$ cat src/pkg/timer16_pkg.sv
// Package for the 16-bit timer register block: offsets, field positions, reset values.
// Assumes an 8-bit CPU byte bus with addresses at the printed data-space offsets.
`default_nettype none
package timer16_pkg;
	localparam logic [7:0]  IRQ_MASK_OFS     = 8'h6f;
	localparam logic [7:0]  COUNTER_OFS      = 8'ha4;
	localparam logic [7:0]  CAPTURE_OFS      = 8'ha6;
	localparam logic [7:0]  COMPARE_A_OFS    = 8'ha8;
	localparam logic [7:0]  COMPARE_B_OFS    = 8'haa;
	localparam logic [7:0]  HIGH_BYTE_STEP   = 8'h01;
	localparam int          CAPTURE_IE_BIT   = 5;
	localparam int          COMPARE_B_IE_BIT = 2;
	localparam logic [7:0]  IRQ_MASK_USED    = 8'h24;
	localparam logic [7:0]  IRQ_MASK_RESET   = 8'h00;
	localparam logic [15:0] VALUE_RESET      = 16'h0000;
	localparam logic [7:0]  TEMP_RESET       = 8'h00;
	localparam logic [7:0]  RDATA_RESET      = 8'h00;
endpackage
`default_nettype wire

$ cat src/hdl/timer16_value_regs.sv
// 16-bit timer value, capture and compare registers behind byte access with a shared
// high-byte latch, plus capture and compare-B interrupt masking.
// Assumes byte accesses synchronous to clk; count_tick is a one-cycle timer clock enable.
`timescale 1ns/10ps
`default_nettype none
// Behaviour
// RL1: Low byte at base, high at base+1
// RL2: One shared 8-bit high-byte latch
// RL3: Low read latches high; high write precedes
// RL4: Counter value readable and writable
// RL5: Counter write blocks next tick's match
// RL6: Software avoids changing running counter
// RL7: Capture event copies counter into capture
// RL8: Capture register can serve as TOP
// RL9: Both compares checked every timer tick
// RL10: Match raises flag and drives output; compare A match here only toggles its output, no flag
// RL11: Counter, capture, compares reset to zero
// RL12: Mask bit 5 gates capture interrupt
// RL13: Mask bit 2 gates compare-B interrupt
// RL14: Capture flag clears on service or one
// RL15: Capture-as-TOP disconnects capture input
// RL16: Edge select: 0 falling, 1 rising
module timer16_value_regs (
	input  wire logic       clk,
	input  wire logic       rst_b,
	input  wire logic [7:0] bus_addr,
	input  wire logic [7:0] bus_wdata,
	input  wire logic       bus_wr,
	input  wire logic       bus_rd,
	output logic      [7:0] bus_rdata,
	input  wire logic       count_tick,
	input  wire logic       capture_input_pin,
	input  wire logic       comparator_out,
	input  wire logic       capture_from_comparator,
	input  wire logic       capture_edge_select,
	input  wire logic       capture_is_top,
	input  wire logic       global_irq_enable,
	input  wire logic       capture_irq_ack,
	input  wire logic       compare_b_irq_ack,
	input  wire logic       capture_flag_clear,
	input  wire logic       compare_b_flag_clear,
	output logic            capture_flag,
	output logic            compare_b_flag,
	output logic            capture_irq,
	output logic            compare_b_irq,
	output logic            compare_a_output,
	output logic            compare_b_output,
	output logic     [15:0] top_value
);
	logic [15:0] counter_value_reg;
	logic [15:0] capture_value_reg;
	logic [15:0] compare_a_value_reg;
	logic [15:0] compare_b_value_reg;
	logic [7:0]  temp_reg;
	logic [7:0]  irq_mask_reg;
	logic        block_match_reg;
	logic        cap_src_prev_reg;
	logic        cap_armed_reg;
	logic        cap_src;
	logic        cap_event;
	logic        match_a;
	logic        match_b;
	logic [16:0] count_next;

	// Register addresses, high byte one above the low byte
	logic wr_cnt_lo, wr_cnt_hi, wr_cap_lo, wr_cap_hi;
	logic wr_oca_lo, wr_oca_hi, wr_ocb_lo, wr_ocb_hi, wr_mask;
	logic rd_lo_any;
	assign wr_cnt_lo = bus_wr && bus_addr == timer16_pkg::COUNTER_OFS; // RL1
	assign wr_cnt_hi = bus_wr && bus_addr == timer16_pkg::COUNTER_OFS + timer16_pkg::HIGH_BYTE_STEP; // RL1
	assign wr_cap_lo = bus_wr && bus_addr == timer16_pkg::CAPTURE_OFS;
	assign wr_cap_hi = bus_wr && bus_addr == timer16_pkg::CAPTURE_OFS + timer16_pkg::HIGH_BYTE_STEP;
	assign wr_oca_lo = bus_wr && bus_addr == timer16_pkg::COMPARE_A_OFS;
	assign wr_oca_hi = bus_wr && bus_addr == timer16_pkg::COMPARE_A_OFS + timer16_pkg::HIGH_BYTE_STEP;
	assign wr_ocb_lo = bus_wr && bus_addr == timer16_pkg::COMPARE_B_OFS;
	assign wr_ocb_hi = bus_wr && bus_addr == timer16_pkg::COMPARE_B_OFS + timer16_pkg::HIGH_BYTE_STEP;
	assign wr_mask   = bus_wr && bus_addr == timer16_pkg::IRQ_MASK_OFS;
	assign rd_lo_any = bus_rd && !bus_wr && (bus_addr == timer16_pkg::COUNTER_OFS
		|| bus_addr == timer16_pkg::CAPTURE_OFS || bus_addr == timer16_pkg::COMPARE_A_OFS
		|| bus_addr == timer16_pkg::COMPARE_B_OFS);

	// Capture source; disconnected when the capture register is TOP so no false events
	assign cap_src   = capture_from_comparator ? comparator_out : capture_input_pin; // RL7
	// No edge is seen until the previous sample is real, so an idle-high pin is no event
	assign cap_event = cap_armed_reg && !capture_is_top && (capture_edge_select
		? (cap_src && !cap_src_prev_reg) : (!cap_src && cap_src_prev_reg)); // RL15 RL16
	// Compare on each tick, except the one following a counter write
	assign match_a = count_tick && !block_match_reg && counter_value_reg == compare_a_value_reg; // RL9 RL5
	assign match_b = count_tick && !block_match_reg && counter_value_reg == compare_b_value_reg; // RL9 RL5
	assign count_next = {1'b0, counter_value_reg} + 17'h00001;

	// Shared high-byte latch: filled by a high write or by a low read
	always_ff @(posedge clk or negedge rst_b)
	begin
		if (!rst_b)
			temp_reg <= timer16_pkg::TEMP_RESET;
		else if (wr_cnt_hi || wr_cap_hi || wr_oca_hi || wr_ocb_hi)
			temp_reg <= bus_wdata; // RL2 RL3
		else if (rd_lo_any)
		begin
			case (bus_addr)
				timer16_pkg::COUNTER_OFS:   temp_reg <= counter_value_reg[15:8]; // RL3
				timer16_pkg::CAPTURE_OFS:   temp_reg <= capture_value_reg[15:8];
				timer16_pkg::COMPARE_A_OFS: temp_reg <= compare_a_value_reg[15:8];
				default:                    temp_reg <= compare_b_value_reg[15:8];
			endcase
		end
	end

	// Counter: a low-byte write commits latch and data as one 16-bit value
	always_ff @(posedge clk or negedge rst_b)
	begin
		if (!rst_b)
			counter_value_reg <= timer16_pkg::VALUE_RESET; // RL11
		else if (wr_cnt_lo)
			counter_value_reg <= {temp_reg, bus_wdata}; // RL4 RL3
		else if (count_tick)
			counter_value_reg <= (capture_is_top && counter_value_reg == capture_value_reg)
				? timer16_pkg::VALUE_RESET : count_next[15:0]; // RL8
	end

	// Match blocking lasts until the next timer tick after a counter write
	always_ff @(posedge clk or negedge rst_b)
	begin
		if (!rst_b)
			block_match_reg <= 1'b0;
		else if (wr_cnt_lo)
			block_match_reg <= 1'b1; // RL5
		else if (count_tick)
			block_match_reg <= 1'b0;
	end

	// Capture register: hardware capture wins over a software write in the same cycle
	always_ff @(posedge clk or negedge rst_b)
	begin
		if (!rst_b)
		begin
			capture_value_reg <= timer16_pkg::VALUE_RESET; // RL11
			cap_src_prev_reg  <= 1'b0;
			cap_armed_reg     <= 1'b0;
		end
		else
		begin
			cap_src_prev_reg <= cap_src;
			cap_armed_reg    <= 1'b1;
			if (cap_event)
				capture_value_reg <= counter_value_reg; // RL7
			else if (wr_cap_lo)
				capture_value_reg <= {temp_reg, bus_wdata};
		end
	end

	// Compare registers, written atomically through the latch
	always_ff @(posedge clk or negedge rst_b)
	begin
		if (!rst_b)
		begin
			compare_a_value_reg <= timer16_pkg::VALUE_RESET; // RL11
			compare_b_value_reg <= timer16_pkg::VALUE_RESET;
		end
		else
		begin
			if (wr_oca_lo)
				compare_a_value_reg <= {temp_reg, bus_wdata}; // RL3
			if (wr_ocb_lo)
				compare_b_value_reg <= {temp_reg, bus_wdata};
		end
	end

	// Mask register; only the capture and compare-B bits are held here
	always_ff @(posedge clk or negedge rst_b)
	begin
		if (!rst_b)
			irq_mask_reg <= timer16_pkg::IRQ_MASK_RESET;
		else if (wr_mask)
			irq_mask_reg <= bus_wdata & timer16_pkg::IRQ_MASK_USED;
	end

	// Flags: a set in the same cycle as a clear wins, so no event is lost
	always_ff @(posedge clk or negedge rst_b)
	begin
		if (!rst_b)
		begin
			capture_flag   <= 1'b0;
			compare_b_flag <= 1'b0;
		end
		else
		begin
			if (cap_event)
				capture_flag <= 1'b1;
			else if (capture_irq_ack || capture_flag_clear)
				capture_flag <= 1'b0; // RL14
			if (match_b)
				compare_b_flag <= 1'b1; // RL10
			else if (compare_b_irq_ack || compare_b_flag_clear)
				compare_b_flag <= 1'b0;
		end
	end

	// Interrupt requests, registered from flag, mask bit and global enable
	always_ff @(posedge clk or negedge rst_b)
	begin
		if (!rst_b)
		begin
			capture_irq   <= 1'b0;
			compare_b_irq <= 1'b0;
		end
		else
		begin
			capture_irq   <= capture_flag && irq_mask_reg[timer16_pkg::CAPTURE_IE_BIT]
				&& global_irq_enable; // RL12
			compare_b_irq <= compare_b_flag && irq_mask_reg[timer16_pkg::COMPARE_B_IE_BIT]
				&& global_irq_enable; // RL13
		end
	end

	// Waveform outputs toggle on match; other waveform modes live elsewhere
	always_ff @(posedge clk or negedge rst_b)
	begin
		if (!rst_b)
		begin
			compare_a_output <= 1'b0;
			compare_b_output <= 1'b0;
			top_value        <= timer16_pkg::VALUE_RESET;
		end
		else
		begin
			if (match_a)
				compare_a_output <= !compare_a_output; // RL10
			if (match_b)
				compare_b_output <= !compare_b_output; // RL10
			top_value <= capture_value_reg; // RL8
		end
	end

	// Read data: high bytes come from the shared latch
	always_ff @(posedge clk or negedge rst_b)
	begin
		if (!rst_b)
			bus_rdata <= timer16_pkg::RDATA_RESET;
		else if (bus_rd)
		begin
			case (bus_addr)
				timer16_pkg::COUNTER_OFS:   bus_rdata <= counter_value_reg[7:0];
				timer16_pkg::CAPTURE_OFS:   bus_rdata <= capture_value_reg[7:0];
				timer16_pkg::COMPARE_A_OFS: bus_rdata <= compare_a_value_reg[7:0];
				timer16_pkg::COMPARE_B_OFS: bus_rdata <= compare_b_value_reg[7:0];
				timer16_pkg::IRQ_MASK_OFS:  bus_rdata <= irq_mask_reg;
				timer16_pkg::COUNTER_OFS + timer16_pkg::HIGH_BYTE_STEP,
				timer16_pkg::CAPTURE_OFS + timer16_pkg::HIGH_BYTE_STEP,
				timer16_pkg::COMPARE_A_OFS + timer16_pkg::HIGH_BYTE_STEP,
				timer16_pkg::COMPARE_B_OFS + timer16_pkg::HIGH_BYTE_STEP:
					bus_rdata <= temp_reg; // RL3
				default:                    bus_rdata <= timer16_pkg::RDATA_RESET;
			endcase
		end
	end

	AST_BLOCK_MATCH: assert property (@(posedge clk) disable iff (!rst_b)
		wr_cnt_lo |=> !match_a && !match_b) else $error("Match after counter write"); // RL5
	AST_CAPTURE_COPY: assert property (@(posedge clk) disable iff (!rst_b)
		cap_event |=> capture_value_reg == $past(counter_value_reg)) else $error("Capture lost"); // RL7
	AST_NO_CAPTURE_TOP: assert property (@(posedge clk) disable iff (!rst_b)
		capture_is_top |-> !cap_event) else $error("Capture while TOP"); // RL15
	AST_CAP_IRQ: assert property (@(posedge clk) disable iff (!rst_b)
		capture_irq |-> $past(irq_mask_reg[timer16_pkg::CAPTURE_IE_BIT] && global_irq_enable))
		else $error("Capture irq ungated"); // RL12
	AST_OCB_IRQ: assert property (@(posedge clk) disable iff (!rst_b)
		compare_b_irq |-> $past(irq_mask_reg[timer16_pkg::COMPARE_B_IE_BIT] && compare_b_flag))
		else $error("Compare B irq ungated"); // RL13
	AST_CAP_CLEAR: assert property (@(posedge clk) disable iff (!rst_b)
		capture_flag && capture_irq_ack && !cap_event |=> !capture_flag) else $error("Flag kept"); // RL14
	AST_ATOMIC_WR: assert property (@(posedge clk) disable iff (!rst_b)
		wr_cnt_hi ##1 wr_cnt_lo |=> counter_value_reg == {$past(bus_wdata, 2), $past(bus_wdata)})
		else $error("Counter write not atomic"); // RL3
	AST_MATCH_B_FLAG: assert property (@(posedge clk) disable iff (!rst_b)
		match_b |=> compare_b_flag) else $error("Compare B flag not set"); // RL10
	COV_CAPTURE: cover property (@(posedge clk) cap_event);
	COV_MATCH_A: cover property (@(posedge clk) match_a);
	COV_CNT_WR: cover property (@(posedge clk) wr_cnt_hi ##1 wr_cnt_lo);
endmodule
`default_nettype wire

$ cat config.mk
export PLATFORM = sky130hd
export DESIGN_NAME = timer16_value_regs
export DESIGN_NICKNAME = d
export VERILOG_FILES = /design/src/pkg/timer16_pkg.sv /design/src/hdl/timer16_value_regs.sv
export SDC_FILE = /design/constraint.sdc
export NUM_CORES = 1
export LEC_CHECK = 0
export ABC_CLOCK_PERIOD_IN_PS = 2290
export BUFFER_PORTS_ARGS = -buffer_cell sky130_fd_sc_hd__buf_2
export CAP_MARGIN = 10
export CORE_ASPECT_RATIO = 1.75
export CORE_MARGIN = 1
export CORE_UTILIZATION = 56
export DETAILED_ROUTE_END_ITERATION = 10
export PLACE_DENSITY_LB_ADDON = 0.2
export SYNTH_ARGS = -nofsm -noshare
export SYNTH_HDL_FRONTEND = slang
export SYNTH_SLANG_ARGS = --single-unit
$ cat constraint.sdc
create_clock -name clk -period 2.29 [get_ports clk]
set_input_delay 0.229 -clock clk [delete_from_list [all_inputs] [get_ports clk]]
set_output_delay 0.229 -clock clk [all_outputs]
set_load 0.05 [all_outputs]
==> impl_metrics.toml <==
[finish]
fin_util_pct = 66.1
area_delta_synth_final_pct = 14.7
stdcell_area_um2 = 6550
regArea_um2 = 2680
finalNetCount = 660
multi_input_area_um2 = 2760
nFillCells = 834
layout-drive-gt1-share_pct = 22.9
antenna_cells = 0

[detailed_routing]
drtAntennaViolNets = 0
drt-initial-drc-count = 449
num_vias = 4941
drcViolationCount = 0
viasPerCell = 6.52
wire_per_inst_um = 25.0
wirelength_um = 18900
drt_pass1_iterations = 5

[global_route]
grt_pass1_wl_um = 28500
grtUsageTotal_pct = 37.7
grt_overflow_total = 0
grt_max_degree = 44
antenna_found_initial = 0
grt_pass1_vias = 5009

[synthesis]
synth_xor_area_share_pct = 7.82
yosys.area_share.simple_pct = 15.7
ys_top_cells_by_area = "dfrtp_1 47%, xor2_1 6.0%, o21ai_0 3.8%, nand2_1 3.4%, mux2_2 3.2%"
yosys.area.top_type = "dfrtp_1"
synth_commonest_cells = "107 x dfrtp_1, 51 x nand2_1, 43 x o21ai_0"
synth_top_family_by_area = "compound AO/OA/AOI/OAI gates"
synth.avg_cell_area_um2 = 10.1
synthCells = 564
syn_nets = 596
yosysMostFrequentCell = "dfrtp_1"
ys.flop_type = "dfrtp_1"
synth_adder_area_share_pct = 0.219
synth_seq_cells = 107
yosys.area.top_type_share_pct = 46.9
ys_warn_count = 0
ys_types = 59
synth_compound_area_share_pct = 16.0
synth_edf_count = 0
async_flop_share_pct = 100
synth-seq-area-share_pct = 46.9
synthesis.area_um2 = 5710
muxShareOfSynthArea_pct = 8.43

[floorplan]
initial_core_util_pct = 57.7
rows = 48
coreArea_um2 = 9910
io_pins = 61
die_w_um = 78.4
die-area_um2 = 10600
die_y_um = 136

[power_and_ir_drop]
vdd_drop_max_v = 0.000515
power_density_nw_per_um2 = 771
leakage_nw = 3.05

[placement]
io_buffer_count = 60
dpl-instance-area_um2 = 6260
dp_hpwl_um = 14100
gp_congestion = 0.950

[clocking]
tritoncts = "built"
clk_path_buf_depth = 2
root_buffer = "clkbuf_16"
cts_sinks = 107
cts_max_level = 3
clkLatencyLatePin_ns = 0.36
clkTransAtPathRegs_ns = 0.08
numCtsBuffers = 9

[sta]
setup_viol = 0
fin_crit_ns = 2.13
max_clock_freq_ghz = 0.471
fin_setup_tns_ns = 0
slew_viol_final = 0
fin_worst_skew_ns = 0.0120
fin_crit_sh_pct = 92.8
hold_viol_final = 0
rsz0062_at_grt = "no"
worst_pin_slew_ns = 0.700
slew_headroom_pct = 53.2

[critical_path]
startpoint = "counter_value_reg[7]"
cp_max_fo = 9
start_kind = "flip-flop"
cp_slowest_stage_delay_ns = 0.57
slowest_stage = "dfrtp_1"
critPathKind = "flip-flop to flip-flop"
worst_r2r_path_depth = 6
crit_family = "flip-flops"
crit_arrival_ns = 2.35
cp.depth = 6
critPathBufInv = 1
cp_data_required_time_ns = 2.51
r2r_start = "counter_value_reg[7]"
setup.worst_path.end_class = "flip-flop"
crit_chain = "xor2_1 > nor4_1 > nand3_1 > buf_4 > o31ai_1 > o21ai_0"

[outcome]
outcome = "complete, no violations"

[flow_run]
cap_violations = 0

[worst_hold_path]
hp-start = "compare_b_irq_ack"
hold_depth = 4
hp-class = "input port to flip-flop"
-- power by group --
part	internal, W	switching [W]	total [W]
registers	0.00214	0.000301	0.00244
logic	0.000367	0.000754	0.00112
clock network	0.000777	0.000715	0.00149
-- layout make-up --
cell class	instances	share of cell area [%]
multi-input combinational	394	42.1
sequential	107	40.9
timing repair buffer	98	9.20
clock buffer	10	3.65
tap	125	2.39
inverter	18	1.03
clock inverter	6	0.726
-- worst paths after layout --
kind | slack [ns] | endpoint
worst min-delay path | 0.10 | compare_b_flag
max in group asynchronous | 1.37 | temp_reg[5]
worst max register to register | 0.16 | counter_value_reg[9]
min in group asynchronous | 0.29 | top_value[3]
worst min register to register | 0.46 | top_value[0]
worst max-delay path | 0.16 | counter_value_reg[9]
-- layer usage --
metal / GRT usage [%] / wire length [um]
met5: 0 / 0
met1: 39.8 / 6650
met2: 64.6 / 9520
met4: 30.7 / 1680
met3: 6.94 / 1060
-- through the flow --
step                hold slack, ns  setup WS (ns)  total power (W)  std cells
finish                       0.101          0.165          0.00505        758
floorplan                  -0.0666          0.592          0.00310        564
global route                 0.114         0.0789          0.00523        758
CTS                         0.0957          0.186          0.00507        758
global placement             0.107          0.208          0.00355        741
detailed placement           0.110          0.204          0.00358        741
-- kinds of logic (layout without fill, tap and decap cells) --
family / count (synthesis) / in the layout
XOR/XNOR: 51 / 51
AO/OA/AOI/OAI: 131 / 131
other: 1 / 1
buffers and inverters: 63 / 132
AND/OR/NAND/NOR: 168 / 168
adder cells (fa/ha/maj): 1 / 1
multiplexers: 42 / 42
flip-flops: 107 / 107
-- placed cells by master (no fill, tap or decap), types with 14 or more instances in the layout --
| cell type | instances |
|---|---|
| dfrtp_1 | 107 |
| buf_2 | 59 |
| nand2_1 | 51 |
| o21ai_0 | 43 |
| xor2_1 | 39 |
| buf_4 | 37 |
| nor2_1 | 23 |
| inv_1 | 18 |
| mux2i_1 | 17 |
| mux2_2 | 16 |
| nand3_1 | 15 |
| nor4_1 | 14 |
-- worst register-to-register path: stages (launching register included) --
cell and delay [ns]:
dfrtp_1 0.57, xor2_1 0.22, nor4_1 0.24, nand3_1 0.26, buf_4 0.25, o31ai_1 0.32, o21ai_0 0.13
-- repair_timing --
action	in CTS	in global routing
buffers inserted	0	0
gates resized for setup	0	0
hold buffers	1	0
hold endpoints to repair	14	0
No activity file was read; power rests on OpenSTA's default activity.
